==> src/core/dmrz_map.vh <==
// Constants for the mode register zero decoder: fields, codes and timing.
`ifndef DMRZ_MAP_VH
`define DMRZ_MAP_VH

// ----------------------------------------------------------------------
// Register fields
// ----------------------------------------------------------------------
`define DMRZ_MR_W 19
`define DMRZ_MR_RST 19'h00000
`define DMRZ_BL_HI 1
`define DMRZ_BL_LO 0
`define DMRZ_CL_B0 2
`define DMRZ_BT_BIT 3
`define DMRZ_CL_HI 6
`define DMRZ_CL_LO 4
`define DMRZ_DLLR_BIT 8
`define DMRZ_WR_HI 11
`define DMRZ_WR_LO 9
`define DMRZ_PPD_BIT 12
`define DMRZ_OTF_BIT 12
`define DMRZ_RSV_MASK 19'h4e080

// ----------------------------------------------------------------------
// Field codes
// ----------------------------------------------------------------------
`define DMRZ_BL_FIX8 2'h0
`define DMRZ_BL_OTF 2'h1
`define DMRZ_BL_BC4 2'h2
`define DMRZ_BT_SEQ 1'h0
`define DMRZ_BT_ILV 1'h1

// ----------------------------------------------------------------------
// Command codes on {cs_n, ras_n, cas_n, we_n} and bank of this register
// ----------------------------------------------------------------------
`define DMRZ_CMD_MRS 4'h0
`define DMRZ_CMD_RD 4'h5
`define DMRZ_CMD_WR 4'h4
`define DMRZ_BA_BASE 3'h0

// ----------------------------------------------------------------------
// Timing
// ----------------------------------------------------------------------
`define DMRZ_DLLK_CYC 10'h200
`define DMRZ_WR_LAT 4'h1
`define DMRZ_LAST_BEAT 3'h7
`define DMRZ_CHOP_LAST 3'h3

`endif

==> src/core/dmrz_core.v <==
// Mode register zero of a DDR3 memory device and the burst logic it steers.
`timescale 1ns/1ps
`include "dmrz_map.vh"

module dmrz_core (
  input wire i_clk,
  input wire i_rst_n,
  input wire i_cke,
  input wire i_cs_n,
  input wire i_ras_n,
  input wire i_cas_n,
  input wire i_we_n,
  input wire [2:0] i_ba,
  input wire [15:0] i_addr,
  output reg [18:0] o_mode_ff,
  output reg [3:0] o_cas_lat_ff,
  output reg [3:0] o_wr_rec_ff,
  output reg o_cfg_err_ff,
  output reg o_dll_ppd_on_ff,
  output reg o_dll_reset_ff,
  output reg o_dll_locked_ff,
  output reg o_int_start_ff,
  output reg o_beat_vld_ff,
  output reg o_beat_wr_ff,
  output reg o_dq_oe_ff,
  output reg [2:0] o_col_ff,
  output reg o_busy_ff
);

  // --------------------------------------------------------------------
  // Burst states
  // --------------------------------------------------------------------
  localparam [2:0] ST_IDLE = 3'h1;
  localparam [2:0] ST_WAIT = 3'h2;
  localparam [2:0] ST_BURST = 3'h4;

  // --------------------------------------------------------------------
  // Pin synchronisers
  // --------------------------------------------------------------------
  // The command pins come from the controller's domain, so each passes
  // two flops; only the second stage is decoded.
  reg [23:0] pin_s1_ff;
  reg [23:0] pin_s2_ff;
  wire [23:0] pin_raw;

  assign pin_raw = {i_cke, i_cs_n, i_ras_n, i_cas_n, i_we_n, i_ba, i_addr};

  always @(posedge i_clk or negedge i_rst_n) begin
    if (!i_rst_n) begin
      pin_s1_ff <= 24'h000000;
      pin_s2_ff <= 24'h000000;
    end else begin
      pin_s1_ff <= pin_raw;
      pin_s2_ff <= pin_s1_ff;
    end
  end

  // --------------------------------------------------------------------
  // Command decode
  // --------------------------------------------------------------------
  // A command only counts while clock enable is sampled high.
  wire cke_s;
  wire [3:0] cmd_s;
  wire [2:0] ba_s;
  wire [15:0] addr_s;
  wire is_mrs;
  wire is_rd;
  wire is_wr;

  assign cke_s = pin_s2_ff[23];
  assign cmd_s = pin_s2_ff[22:19];
  assign ba_s = pin_s2_ff[18:16];
  assign addr_s = pin_s2_ff[15:0];
  assign is_mrs = cke_s && (cmd_s == `DMRZ_CMD_MRS) && (ba_s == `DMRZ_BA_BASE);
  assign is_rd = cke_s && (cmd_s == `DMRZ_CMD_RD);
  assign is_wr = cke_s && (cmd_s == `DMRZ_CMD_WR);

  // --------------------------------------------------------------------
  // Field decoders
  // --------------------------------------------------------------------
  // CAS latency code is {A6:A4, A2}; unlisted codes report zero cycles
  // and raise the error flag rather than guessing a latency.
  function [3:0] dmrz_cl_dec;
    input [3:0] code;
    begin
      case (code)
        4'h2: dmrz_cl_dec = 4'h5;
        4'h4: dmrz_cl_dec = 4'h6;
        4'h6: dmrz_cl_dec = 4'h7;
        4'h8: dmrz_cl_dec = 4'h8;
        4'ha: dmrz_cl_dec = 4'h9;
        4'hc: dmrz_cl_dec = 4'ha;
        4'he: dmrz_cl_dec = 4'hb;
        4'h1: dmrz_cl_dec = 4'hc;
        4'h3: dmrz_cl_dec = 4'hd;
        4'h5: dmrz_cl_dec = 4'he;
        default: dmrz_cl_dec = 4'h0;
      endcase
    end
  endfunction

  // Write recovery supports 5, 6, 7, 8, 10 and 12 cycles only.
  function [3:0] dmrz_wr_dec;
    input [2:0] code;
    begin
      case (code)
        3'h1: dmrz_wr_dec = 4'h5;
        3'h2: dmrz_wr_dec = 4'h6;
        3'h3: dmrz_wr_dec = 4'h7;
        3'h4: dmrz_wr_dec = 4'h8;
        3'h5: dmrz_wr_dec = 4'ha;
        3'h6: dmrz_wr_dec = 4'hc;
        default: dmrz_wr_dec = 4'h0;
      endcase
    end
  endfunction

  // Column of beat idx. Reads keep the block and wrap inside the nibble;
  // writes start on a nibble boundary and always count upward.
  function [2:0] dmrz_col;
    input [2:0] st;
    input [2:0] idx;
    input ilv;
    input wr;
    input chop;
    reg [1:0] low;
    begin
      low = st[1:0] + idx[1:0];
      if (wr) begin
        dmrz_col = {(chop & st[2]) ^ idx[2], idx[1:0]};
      end else if (ilv) begin
        dmrz_col = st ^ idx;
      end else begin
        dmrz_col = {st[2] ^ idx[2], low};
      end
    end
  endfunction

  wire [18:0] mr_new;
  wire [3:0] cl_new;
  wire [3:0] wr_new;
  wire err_new;

  // Register image is {BA2:BA0, A15:A0}.
  assign mr_new = {ba_s, addr_s};
  assign cl_new = dmrz_cl_dec({mr_new[`DMRZ_CL_HI:`DMRZ_CL_LO], mr_new[`DMRZ_CL_B0]});
  assign wr_new = dmrz_wr_dec(mr_new[`DMRZ_WR_HI:`DMRZ_WR_LO]);
  assign err_new = (cl_new == 4'h0) || (wr_new == 4'h0) ||
                   (mr_new[`DMRZ_BL_HI:`DMRZ_BL_LO] == 2'h3) ||
                   ((mr_new & `DMRZ_RSV_MASK) != 19'h00000);

  // --------------------------------------------------------------------
  // Mode register and DLL reset
  // --------------------------------------------------------------------
  // A load is accepted only while no burst runs, so a burst never sees
  // its settings change midway. The DLL reset bit drops one cycle after
  // it is written, which is the cycle the reset pulse goes out.
  reg [9:0] dllk_cnt_ff;

  always @(posedge i_clk or negedge i_rst_n) begin
    if (!i_rst_n) begin
      o_mode_ff <= `DMRZ_MR_RST;
      o_cas_lat_ff <= 4'h0;
      o_wr_rec_ff <= 4'h0;
      o_cfg_err_ff <= 1'b0;
      o_dll_ppd_on_ff <= 1'b0;
      o_dll_reset_ff <= 1'b0;
    end else begin
      o_dll_reset_ff <= o_mode_ff[`DMRZ_DLLR_BIT];
      if (is_mrs && o_busy_ff == 1'b0) begin
        o_mode_ff <= mr_new;
        o_cas_lat_ff <= cl_new;
        o_wr_rec_ff <= wr_new;
        o_cfg_err_ff <= err_new;
        o_dll_ppd_on_ff <= mr_new[`DMRZ_PPD_BIT];
      end else begin
        o_mode_ff[`DMRZ_DLLR_BIT] <= 1'b0;
      end
    end
  end

  // Lock counter after a DLL reset; the controller keeps the clock
  // steady meanwhile, the device only reports when lock is reached.
  always @(posedge i_clk or negedge i_rst_n) begin
    if (!i_rst_n) begin
      dllk_cnt_ff <= 10'h000;
      o_dll_locked_ff <= 1'b0;
    end else if (o_dll_reset_ff) begin
      dllk_cnt_ff <= `DMRZ_DLLK_CYC;
      o_dll_locked_ff <= 1'b0;
    end else if (dllk_cnt_ff != 10'h000) begin
      dllk_cnt_ff <= dllk_cnt_ff - 10'h001;
      o_dll_locked_ff <= (dllk_cnt_ff == 10'h001);
    end
  end

  // --------------------------------------------------------------------
  // Burst chop selection
  // --------------------------------------------------------------------
  // One setting serves reads and writes alike; the on-the-fly code
  // defers the choice to address bit 12 of each command.
  wire [1:0] bl_fld;
  reg chop_sel;

  assign bl_fld = o_mode_ff[`DMRZ_BL_HI:`DMRZ_BL_LO];

  always @* begin
    chop_sel = 1'b0;
    if (bl_fld == `DMRZ_BL_BC4) begin
      chop_sel = 1'b1;
    end else if (bl_fld == `DMRZ_BL_OTF) begin
      chop_sel = ~addr_s[`DMRZ_OTF_BIT];
    end
  end

  // --------------------------------------------------------------------
  // Burst sequencer
  // --------------------------------------------------------------------
  reg [2:0] state_ff;
  reg [2:0] nxt_state;
  reg [3:0] lat_cnt_ff;
  reg [3:0] nxt_lat_cnt;
  reg [2:0] beat_ff;
  reg [2:0] nxt_beat;
  reg [2:0] start_ff;
  reg [2:0] nxt_start;
  reg chop_ff;
  reg nxt_chop;
  reg wr_ff;
  reg nxt_wr;
  reg ilv_ff;
  reg nxt_ilv;
  reg go;
  wire cmd_take;

  // Commands arriving during a burst are ignored by design.
  assign cmd_take = (is_rd || is_wr) && (state_ff == ST_IDLE);

  always @* begin
    nxt_state = state_ff;
    nxt_lat_cnt = lat_cnt_ff;
    nxt_beat = beat_ff;
    nxt_start = start_ff;
    nxt_chop = chop_ff;
    nxt_wr = wr_ff;
    nxt_ilv = ilv_ff;
    go = 1'b0;
    case (state_ff)
      ST_IDLE: begin
        if (cmd_take) begin
          nxt_start = addr_s[2:0];
          nxt_chop = chop_sel;
          nxt_wr = is_wr;
          nxt_ilv = o_mode_ff[`DMRZ_BT_BIT];
          // Latency counts from the edge that registers the command.
          nxt_lat_cnt = is_wr ? `DMRZ_WR_LAT : o_cas_lat_ff;
          nxt_state = ST_WAIT;
        end
      end
      ST_WAIT: begin
        // Leaving on a count of one puts the first beat n edges after, n being the loaded count,
        // the command edge; a reserved latency of zero leaves at once.
        nxt_lat_cnt = lat_cnt_ff - 4'h1;
        if (lat_cnt_ff <= 4'h1) begin
          go = 1'b1;
        end
      end
      ST_BURST: begin
        nxt_beat = beat_ff + 3'h1;
        // A chopped burst still takes all eight slots.
        if (beat_ff == `DMRZ_LAST_BEAT) begin
          nxt_state = ST_IDLE;
        end
      end
      default: begin
        nxt_state = ST_IDLE;
      end
    endcase
    if (go) begin
      nxt_state = ST_BURST;
      nxt_beat = 3'h0;
    end
  end

  always @(posedge i_clk or negedge i_rst_n) begin
    if (!i_rst_n) begin
      state_ff <= ST_IDLE;
      lat_cnt_ff <= 4'h0;
      beat_ff <= 3'h0;
      start_ff <= 3'h0;
      chop_ff <= 1'b0;
      wr_ff <= 1'b0;
      ilv_ff <= 1'b0;
    end else begin
      state_ff <= nxt_state;
      lat_cnt_ff <= nxt_lat_cnt;
      beat_ff <= nxt_beat;
      start_ff <= nxt_start;
      chop_ff <= nxt_chop;
      wr_ff <= nxt_wr;
      ilv_ff <= nxt_ilv;
    end
  end

  // --------------------------------------------------------------------
  // Beat outputs
  // --------------------------------------------------------------------
  // Outputs show the beat the sequencer enters, so they line up with
  // the state register one edge at a time.
  wire in_burst;
  wire beat_live;

  assign in_burst = (nxt_state == ST_BURST);
  assign beat_live = in_burst && !(nxt_chop && nxt_beat > `DMRZ_CHOP_LAST);

  always @(posedge i_clk or negedge i_rst_n) begin
    if (!i_rst_n) begin
      o_int_start_ff <= 1'b0;
      o_beat_vld_ff <= 1'b0;
      o_beat_wr_ff <= 1'b0;
      o_dq_oe_ff <= 1'b0;
      o_col_ff <= 3'h0;
      o_busy_ff <= 1'b0;
    end else begin
      o_int_start_ff <= cmd_take;
      o_beat_vld_ff <= beat_live;
      o_beat_wr_ff <= beat_live && nxt_wr;
      // Drivers stay off in the idle slots of a chopped read.
      o_dq_oe_ff <= beat_live && !nxt_wr;
      o_col_ff <= beat_live ?
                  dmrz_col(nxt_start, nxt_beat, nxt_ilv, nxt_wr, nxt_chop) : 3'h0;
      o_busy_ff <= (nxt_state != ST_IDLE);
    end
  end

endmodule

==> config.mk <==
export PLATFORM = sky130hd
export DESIGN_NAME = dmrz_core
export DESIGN_NICKNAME = d
export VERILOG_FILES = /design/src/core/dmrz_core.v
export VERILOG_INCLUDE_DIRS = /design/src /design/src/core
export SDC_FILE = /design/constraint.sdc
export NUM_CORES = 1
export LEC_CHECK = 0
export BUFFER_PORTS_ARGS = -buffer_cell sky130_fd_sc_hd__buf_4
export CORE_MARGIN = 4
export CORE_UTILIZATION = 60
export CTS_BUF_LIST = sky130_fd_sc_hd__clkbuf_16
export DETAILED_ROUTE_END_ITERATION = 16
export PLACE_DENSITY = 0.91
export SLEW_MARGIN = 20
export SYNTH_ARGS = -nofsm -noshare
export SYNTH_HDL_FRONTEND = slang
export SYNTH_SLANG_ARGS = --single-unit
export TNS_END_PERCENT = 50
==> constraint.sdc <==
create_clock -name i_clk -period 8.66 [get_ports i_clk]
set_clock_uncertainty 0.05 [all_clocks]
set_input_delay 1.732 -clock i_clk [delete_from_list [all_inputs] [get_ports i_clk]]
set_output_delay 1.732 -clock i_clk [all_outputs]
set_load 0.01 [all_outputs]
==> results of run 1 <==
## stage by stage
stage,util (%),hold slack (ns),instances,worst slack (ns)
after detailed placement,69.26,0.2847,472,5.604
after CTS,74.00,0.3019,488,5.745
after global routing,74.00,0.3057,488,5.563
final,74.00,0.3003,488,5.736
after global placement,69.26,0.2816,472,5.658
after floorplan,-,0.2812,338,5.828
## synth_stat cells, drive strengths merged, types with 3 or more instances
| cell type | count |
|---|---|
| a21oi | 13 |
| and2 | 5 |
| and3 | 3 |
| clkbuf | 9 |
| dfrtp | 111 |
| ha | 7 |
| inv | 10 |
| mux2 | 6 |
| mux2i | 10 |
| nand2 | 63 |
| nand2b | 4 |
| nand3 | 5 |
| nor2 | 25 |
| nor2b | 5 |
| nor3 | 5 |
| nor4 | 4 |
| o21ai | 14 |
| or3 | 3 |
| or4 | 3 |
| xnor2 | 5 |
## placed cells by master, fill, tap and decap left out, drive strengths merged, types with 3 or more instances in the layout
cell type / instances
a21oi: 13
and2: 5
and3: 3
buf: 65
clkbuf: 9
dfrtp: 111
ha: 7
inv: 14
mux2: 6
mux2i: 10
nand2: 63
nand2b: 4
nand3: 5
nor2: 25
nor2b: 5
nor3: 5
nor4: 4
o21ai: 14
or3: 3
or4: 3
xnor2: 5
## sequential cells by signal (all words and copies together) (netlist names), 3 cells and up
| name | flops |
|---|---|
| beat_ff | 3 |
| dllk_cnt_ff | 10 |
| lat_cnt_ff | 4 |
| o_cas_lat_ff | 4 |
| o_col_ff | 3 |
| o_mode_ff | 19 |
| o_wr_rec_ff | 4 |
| pin_s1_ff | 24 |
| pin_s2_ff | 24 |
| start_ff | 3 |
| state_ff | 3 |
## final cells by class
class                   count  area (um^2)  share of cell area (%)
multi-input cells         205         1250                   25.00
clock inverters             7        95.09                   1.902
inverters                  10        37.54                  0.7508
well taps                  80        100.1                   2.002
clock buffers               9        225.2                   4.505
flip-flops and latches    112         2804                   56.08
repair buffers             65        488.0                   9.760
## how the worst min path moves through the flow
stage                                  from                       to  slack [ns]  cells after the start
global route        pin_s1_ff[18]$_DFF_PN0_  pin_s2_ff[18]$_DFF_PN0_        0.31                      0
detailed placement  pin_s1_ff[12]$_DFF_PN0_  pin_s2_ff[12]$_DFF_PN0_        0.28                      0
global placement     pin_s1_ff[9]$_DFF_PN0_   pin_s2_ff[9]$_DFF_PN0_        0.28                      0
finish               pin_s1_ff[7]$_DFF_PN0_   pin_s2_ff[7]$_DFF_PN0_        0.30                      0
CTS                 pin_s1_ff[12]$_DFF_PN0_  pin_s2_ff[12]$_DFF_PN0_        0.30                      0
floorplan            pin_s1_ff[0]$_DFF_PN0_   pin_s2_ff[0]$_DFF_PN0_        0.28                      0
## cells by family after synthesis
logic type	Yosys count	share of synthesized area (%)
flops	112	67.66
fa+ha+maj	7	2.113
xor+xnor	5	1.057
compound gates	41	6.673
simple gates	136	15.97
buf+inv	21	2.174
mux	16	4.348
## power by group
part / internal [W] / total, W / switching, W / leakage [nW]
Clock: 0.000234 / 0.000433 / 0.000199 / 0.157
Sequential: 0.000575 / 0.000624 / 0.0000494 / 1.41
Combinational: 0.0000758 / 0.000163 / 0.0000869 / 0.918
Total: 0.000884 / 0.00122 / 0.000336 / 2.49
## worst register-to-register path: cells and delay by family (launching register included)
| family | cells | cell delay, ns |
|---|---|---|
| and+or+nand+nor | 4 | 1.29 |
| AOI/OAI and AO/OA | 1 | 0.08 |
| DFF | 1 | 0.37 |
| muxes | 3 | 0.85 |
| adders and majority gates | 1 | 0.20 |
## routing by layer
layer | routed length (um) | vias up
met5 | 0 | -
met4 | 170 | 0
met3 | 436 | 14
li1 | - | 1269
met2 | 4286 | 97
met1 | 3421 | 1350
==> run metrics, run 1 <==
CP Launch Type=register; Leakage=2.486 nW; Nets=436; Mapped Cells=338; GRT Total Usage=21.97%; CP endpoint=o_col_ff[1]$_DFF_PN0_; RR Startpoint=pin_s2_ff[20]$_DFF_PN0_; Seq/Total Area, Yosys=67.66%; clock sinks=112; global route hottest layer=met2; cts bufs inserted=9; Placer Congestion=0.8190; Max clock buf depth=2; Slew @ Worst Pin=1.043 ns; finished layout cell area=5000 um^2; RR Endpoint=o_col_ff[1]$_DFF_PN0_; CTS Hold Buffers Added=0; first-pass GRT wire length=14150 um; Post-Route WL=8314 um; cell mode on critical path=mux2_2; CTS tree=done; syn_nets=371; Pins Over Slew Limit=0; setup TNS=0 ns; Critical Path End Type=register; latest clock arrival within the worst-skew pair=0.35 ns; clock root cell=clkbuf_16; r2r setup slk=5.74 ns; Rows=30; Die H=91.11 um; Placement Cell Area=4679 um^2; Pre-antenna DRT Iters=4; initial antenna violation count=0; CP delay by family, top=simple AND/OR/NAND/NOR gates; grt met1 use=28.24%; post-synth top area share=67.03%; post-CTS setup buffer count=0; Remaining DRCs=0; # IOs=65; minimum clock period=2.924 ns; required time of the critical path=8.88 ns; total power=0.001220 W; Max FO, Critical Path=15; Crit. path cell count=9; Initial Util=61.33%; H-tree depth=3; total number of vias=2730; Area Growth Syn to Fin=20.65%; Worst-path clk slew=0.08 ns; initial drt markers=230; die width=91.11 um; worst path bufs/invs=0; PortBufs=64; Yosys top cell by area=dfrtp_1; syn_area_per_cell=12.26 um^2; Synth area leaders=dfrtp_1, nand2_1, nor2_1; critical path type=reg2reg; Ys Warns=0; crit path DAT=3.14 ns; Reg2Reg Depth=9; pin count of the biggest net entering global routing=60; synthesized area=4144 um^2; M2 GR Usage=37.16%; slowest stage cell, crit path=or4_4; CP max stage delay=0.63 ns; drt wl/cell=17.04 um; area of the die=8300 um^2; Max-cap violations=0; M3 GR Usage=3.811%; Yosys reg bits=112; Final Hold Vio Count=0; Max IR drop VDD=0.1588 mV; Yosys cell types=46; setup repair after global routing missed its margin=false; vias in the first global route=2810; Main synth FF type=dfrtp_1; hold crit path type=reg2reg; CORE AREA=6756 um^2; Async SR Flop Fraction=100.0%; Power Dens Cells=244.0 nW/um^2; final setup fails=0; GRT overflow=0; crit path cell chain=or3b_1 -> or4_4 -> mux2_2 -> ha_1 -> nor2b_1 -> mux2_2 -> mux2i_1 -> nand3_1 -> o21ai_0; Peak Freq=342.0 MHz; Slew HR=30.26%; antenna-violating nets left=0; dpl hpwl=5393 um; total of fill cells in the finished design=395; CP startpoint=pin_s2_ff[20]$_DFF_PN0_; Final period util=33.77%; Via density=5.594; status=completed; layout cells sized above 1=23.53%; n_diodes=0; post_cts resized=0; Post-synth EDFFs=0
Note: power is estimated with default switching activity, not from simulation.
==> inputs of run 2 (changes only) <==
- CORE_UTILIZATION: 60 -> 50
- PLACE_DENSITY: 0.91 -> 0.82
- clock period: 8.66 -> 2.55 ns (I/O delays scaled with it)
==> run 2 against run 1 <==
  * Power rose to 3.4 times the previous value
  * Hold slack got worse by 0.25 ns
  * Largest power group unchanged
  * Combinational power rose to 3.4 times the previous value
  * Sequential power rose to 3.4 times the previous value
  * Final cell count rose by 5.9%
  * Clock power rose to 3.4 times the previous value
  * Non-clock buffer count rose by 7
  * First-iteration DRC count fell by 42%
  * Critical path depth did not move
==> run metrics, run 2 (synthesis results as in run 1) <==
Final Hold Vio Count=0; layout cells sized above 1=25.30%; Slew @ Worst Pin=0.5521 ns; Via density=5.286; Leakage=2.527 nW; die width=99.04 um; Critical Path End Type=register; clock root cell=clkbuf_16; Post-Route WL=7857 um; Area Growth Syn to Fin=23.61%; initial antenna violation count=0; Nets=443; CORE AREA=7888 um^2; total of fill cells in the finished design=576; initial drt markers=134; minimum clock period=2.548 ns; setup TNS=0 ns; # IOs=65; H-tree depth=3; status=completed; Peak Freq=392.5 MHz; critical path type=reg2reg; Slew HR=63.11%; Largest regs=pin_s1_ff (24), pin_s2_ff (24), o_mode_ff (19); Rows=32; Placer Congestion=0.8255; Power Dens Cells=810.8 nW/um^2; Pre-antenna DRT Iters=4; FF+latch area=2804 um^2; setup repair after global routing missed its margin=true; antenna-violating nets left=0; post-CTS setup buffer count=0; area of the multi-input gates=1270 um^2; Worst-path clk slew=0.08 ns; most frequent cells in the layout=dfrtp_1, buf_4, nand2_1; required time of the critical path=2.78 ns; total number of vias=2733; pin count of the biggest net entering global routing=62; CP Launch Type=register; DP Worst Slack=0.007969 ns; GRT Total Usage=17.16%; drt wl/cell=15.20 um; area of the die=9809 um^2; Max IR drop VDD=0.4022 mV; n_diodes=0; latest clock arrival within the worst-skew pair=0.34 ns; Initial Util=52.54%; fin util=64.94%; hold crit path type=in2async; vias in the first global route=2799; Max clock buf depth=2; Max-cap violations=0; CTS tree=done; PortBufs=64; cts bufs inserted=9; Final period util=99.91%; GRT overflow=0; final setup fails=0; Die H=99.04 um; dpl hpwl=5538 um; Remaining DRCs=0; clock sinks=112; Max FO, Critical Path=3; most common cell after layout, fill and taps aside=dfrtp_1; Pins Over Slew Limit=0; worst setup margin=0.002290 ns; CTS Hold Buffers Added=0; crit path DAT=2.77 ns; first-pass GRT wire length=13350 um
run 2: cell types whose count changed in the layout (fill, tap and decap cells not counted):
cell	previous run	this run
ha_4	0	1
inv_6	2	1
mux2i_2	0	1
mux2_4	0	1
o21ai_1	0	1
ha_1	7	6
buf_12	0	1
clkinv_4	1	0
mux2_2	6	5
mux2i_1	9	8
o21ai_0	14	13
inv_8	2	3
clkinv_8	1	2
buf_4	65	71
run 2: routing by layer:
layer / track usage, % / part of all wire, %
met2: 28.82 / 51
met5: 0 / 0
met4: 8.508 / 2.4
met1: 21.37 / 43
met3: 3.114 / 3.6
run 2: cell type report:
class	instances	share of cell area, %
sequential	112	54.74
multi-input combinational	205	24.79
timing repair buffer	72	10.80
clock buffer	9	4.397
tap	102	2.491
clock inverter	7	2.052
inverter	10	0.7328
run 2: report_power, final:
group | switching (W) | total, W | internal (W)
clock | 0.000684 | 0.00149 | 0.000803
combinational | 0.000282 | 0.000551 | 0.000269
sequential | 0.000162 | 0.00211 | 0.00195
total | 0.00113 | 0.00415 | 0.00303
run 2: critical path, stage by stage, from the launching register on:
cell and delay [ns]:
dfrtp_1 0.36, or3b_1 0.39, or4_4 0.44, mux2_4 0.33
ha_4 0.16, nor2b_1 0.14, mux2_2 0.28, mux2i_2 0.17
nand3_1 0.09, o21ai_1 0.08
run 2: path summary, 6_finish.rpt:
path | slack (ns) | start | cells past startpoint | end
max | 0.002 | pin_s2_ff[22]$_DFF_PN0_ | 9 | o_col_ff[1]$_DFF_PN0_
min | 0.05 | i_rst_n | 1 | o_mode_ff[13]$_DFFE_PN0P_
max reg2reg | 0.002 | pin_s2_ff[22]$_DFF_PN0_ | 9 | o_col_ff[1]$_DFF_PN0_
min reg2reg | 0.30 | pin_s1_ff[6]$_DFF_PN0_ | 0 | pin_s2_ff[6]$_DFF_PN0_
max in group asynchronous | 1.74 | i_rst_n | 2 | dllk_cnt_ff[9]$_DFFE_PN0P_
min in group i_clk | 0.21 | i_addr[11] | 1 | pin_s1_ff[11]$_DFF_PN0_
run 2: stage by stage:
stage	std cells	instance area, um^2	power [W]	hold WS [ns]
finish	517	5122	0.004153	0.05289
global route	517	5122	0.004363	0.07393
CTS	517	5119	0.004183	0.05745
detailed placement	501	4788	0.002694	0.2847
global placement	501	4788	0.002648	0.2825
floorplan	338	4170	0.002466	0.1644
run 2: what timing repair did:
item,CTS,global route
gates cloned,0,0
endpoints found under the setup margin,1,1
resized for setup,0,1
pin swaps,0,0
==> inputs of run 3 (changes only) <==
- BUFFER_PORTS_ARGS: -buffer_cell sky130_fd_sc_hd__buf_4 -> not set
- CORE_UTILIZATION: 50 -> 56
- DONT_BUFFER_PORTS: not set -> 1
- PLACE_DENSITY: 0.82 -> 0.81
==> run 3 against run 2 <==
  * The flow now finishes with violations (hold timing)
  * Utilization shrank 1.2 points
  * Design area shrank 10%
  * Power shrank 4.2%
  * Clock-buffer cell count is the same
  * Non-clock buffer count shrank 67
  * Via count shrank 12%
  * Sequential share of layout area grew 6.2 points
  * Sequential power is essentially flat
  * Highest routed layer unchanged
==> run metrics, run 3 (synthesis results as in run 1) <==
drt wl/cell=16.36 um; antenna-violating nets left=0; Slew @ Worst Pin=0.6509 ns; most frequent cells in the layout=dfrtp_1, nand2_1, nor2_1; Max FO, Critical Path=3; crit path cell chain=or3b_4 -> or4_4 -> mux2_4 -> ha_4 -> nor2b_1 -> mux2_2 -> mux2i_2 -> nand3_1 -> o21ai_1; Max IR drop VDD=0.5737 mV; Area Growth Syn to Fin=11.05%; CP max stage delay=0.44 ns; vias in the first global route=2422; CTS tree=done; global route hottest layer=met2; cts bufs inserted=9; first-pass GRT wire length=12140 um; CP Launch Type=register; WHS=-0.1931 ns; failing checks=hold timing; FF+latch area=2804 um^2; post-CTS setup buffer count=0; total of fill cells in the finished design=542; pin count of the biggest net entering global routing=113; clock sinks=112; net switching power=0.001102 W; PortBufs=0; Via density=5.396; GRT overflow=0; Pins Over Slew Limit=0; H-tree depth=3; initial antenna violation count=0; area of the die=8840 um^2; status=complete, but fails checks; dpl cells=431; Critical Path End Type=register; Remaining DRCs=0; Placer Congestion=0.7919; CORE AREA=7214 um^2; Slew HR=56.51%; DP Worst Slack=0.05244 ns; Max-cap violations=0; GRT Total Usage=18.12%; Max clock buf depth=2; area of the multi-input gates=1272 um^2; Power Dens Cells=864.5 nW/um^2; # IOs=65; Die H=94.02 um; latest clock arrival within the worst-skew pair=0.35 ns; Final Hold Vio Count=112; layout cells sized above 1=11.21%; M2 GR Usage=29.39%; critical path type=reg2reg; Comb pwr share=10.4%; n_diodes=0; Final period util=99.34%; Peak Freq=394.8 MHz; Reg2Reg Depth=9; worst setup margin=0.01683 ns; hold crit path type=in2async; M3 GR Usage=5.769%; initial drt markers=172; grt met1 use=23.06%; setup repair after global routing missed its margin=true; Rows=31; Placement Cell Area=4269 um^2; total number of vias=2412; most common cell after layout, fill and taps aside=dfrtp_1; finished layout cell area=4602 um^2; slowest stage cell, crit path=or4_4; non-filler cells, final=447; die width=94.02 um; Seq pwr share=53.5%; clock share of power=36.1%; Initial Util=57.44%; required time of the critical path=2.77 ns; crit path DAT=2.75 ns; clock root cell=clkbuf_16; Largest regs=pin_s1_ff (24), pin_s2_ff (24), o_mode_ff (19); Pre-antenna DRT Iters=4; minimum clock period=2.533 ns; Post-Route WL=7312 um; Leakage=2.174 nW; Sw Share=27.71%; Worst-path clk slew=0.08 ns; Nets=376; final setup fails=0; internal power=0.002876 W; dpl hpwl=4912 um
[run 3: layout make-up]
| type | instances | share of cell area (%) |
|---|---|---|
| Tap cell | 99 | 2.692 |
| Inverter | 10 | 0.8157 |
| Clock inverter | 7 | 2.202 |
| Sequential cell | 112 | 60.93 |
| Clock buffer | 9 | 4.894 |
| Multi-Input combinational cell | 205 | 27.65 |
| Timing Repair Buffer | 5 | 0.8157 |
[run 3: per-layer routing]
metal	vias to the layer above	part of all wire, %
met5	-	0
met4	0	1.5
met3	12	6.2
met2	72	51
met1	1185	41
li1	1143	-
[run 3: final timing paths]
check,slack [ns],to,startpoint
worst min-delay path,-0.19,o_beat_wr_ff$_DFF_PN0_,i_rst_n
worst max-delay path,0.02,o_col_ff[1]$_DFF_PN0_,pin_s2_ff[22]$_DFF_PN0_
max in group asynchronous,2.43,state_ff[0]$_DFF_PN1_,i_rst_n
worst min register to register,0.30,pin_s2_ff[17]$_DFF_PN0_,pin_s1_ff[17]$_DFF_PN0_
min in group i_clk,0.13,pin_s1_ff[5]$_DFF_PN0_,i_addr[5]
worst max register to register,0.02,o_col_ff[1]$_DFF_PN0_,pin_s2_ff[22]$_DFF_PN0_
[run 3: repair_timing]
action | CTS | global route
hold endpoints to repair | 112 | 112
setup endpoints to repair | 0 | 1
gates resized for setup | 0 | 2
[run 3: critical path: cells and delay by family, from the launching register on]
family	cells	cell delay [ns]
muxes	3	0.76
DFF	1	0.37
adders and majority gates	1	0.16
and+or+nand+nor	4	1.04
AOI/OAI and AO/OA	1	0.08
[run 3: metrics by stage]
step	power, W	hold slack [ns]	setup TNS (ns)	utilization, %
final	0.003978	-0.1931	0	63.79
after detailed placement	0.002573	0.1671	0	59.17
after CTS	0.004018	-0.2071	0	63.70
after global placement	0.002541	0.1668	0	59.17
after floorplan	0.002466	0.1644	-0.1454	-
after global routing	0.004194	-0.2144	-0.1023	63.79
[run 3: power groups by stage]
stage | clock, W | combinational (W) | sequential (W)
6_report | 0.00143 | 0.000413 | 0.00213
5_1_grt | 0.00156 | 0.000479 | 0.00216
4_1_cts | 0.00147 | 0.000415 | 0.00213
3_5_place_dp | 0 | 0.000411 | 0.00216
3_3_place_gp | 0 | 0.000390 | 0.00215
2_1_floorplan | 0 | 0.000355 | 0.00211
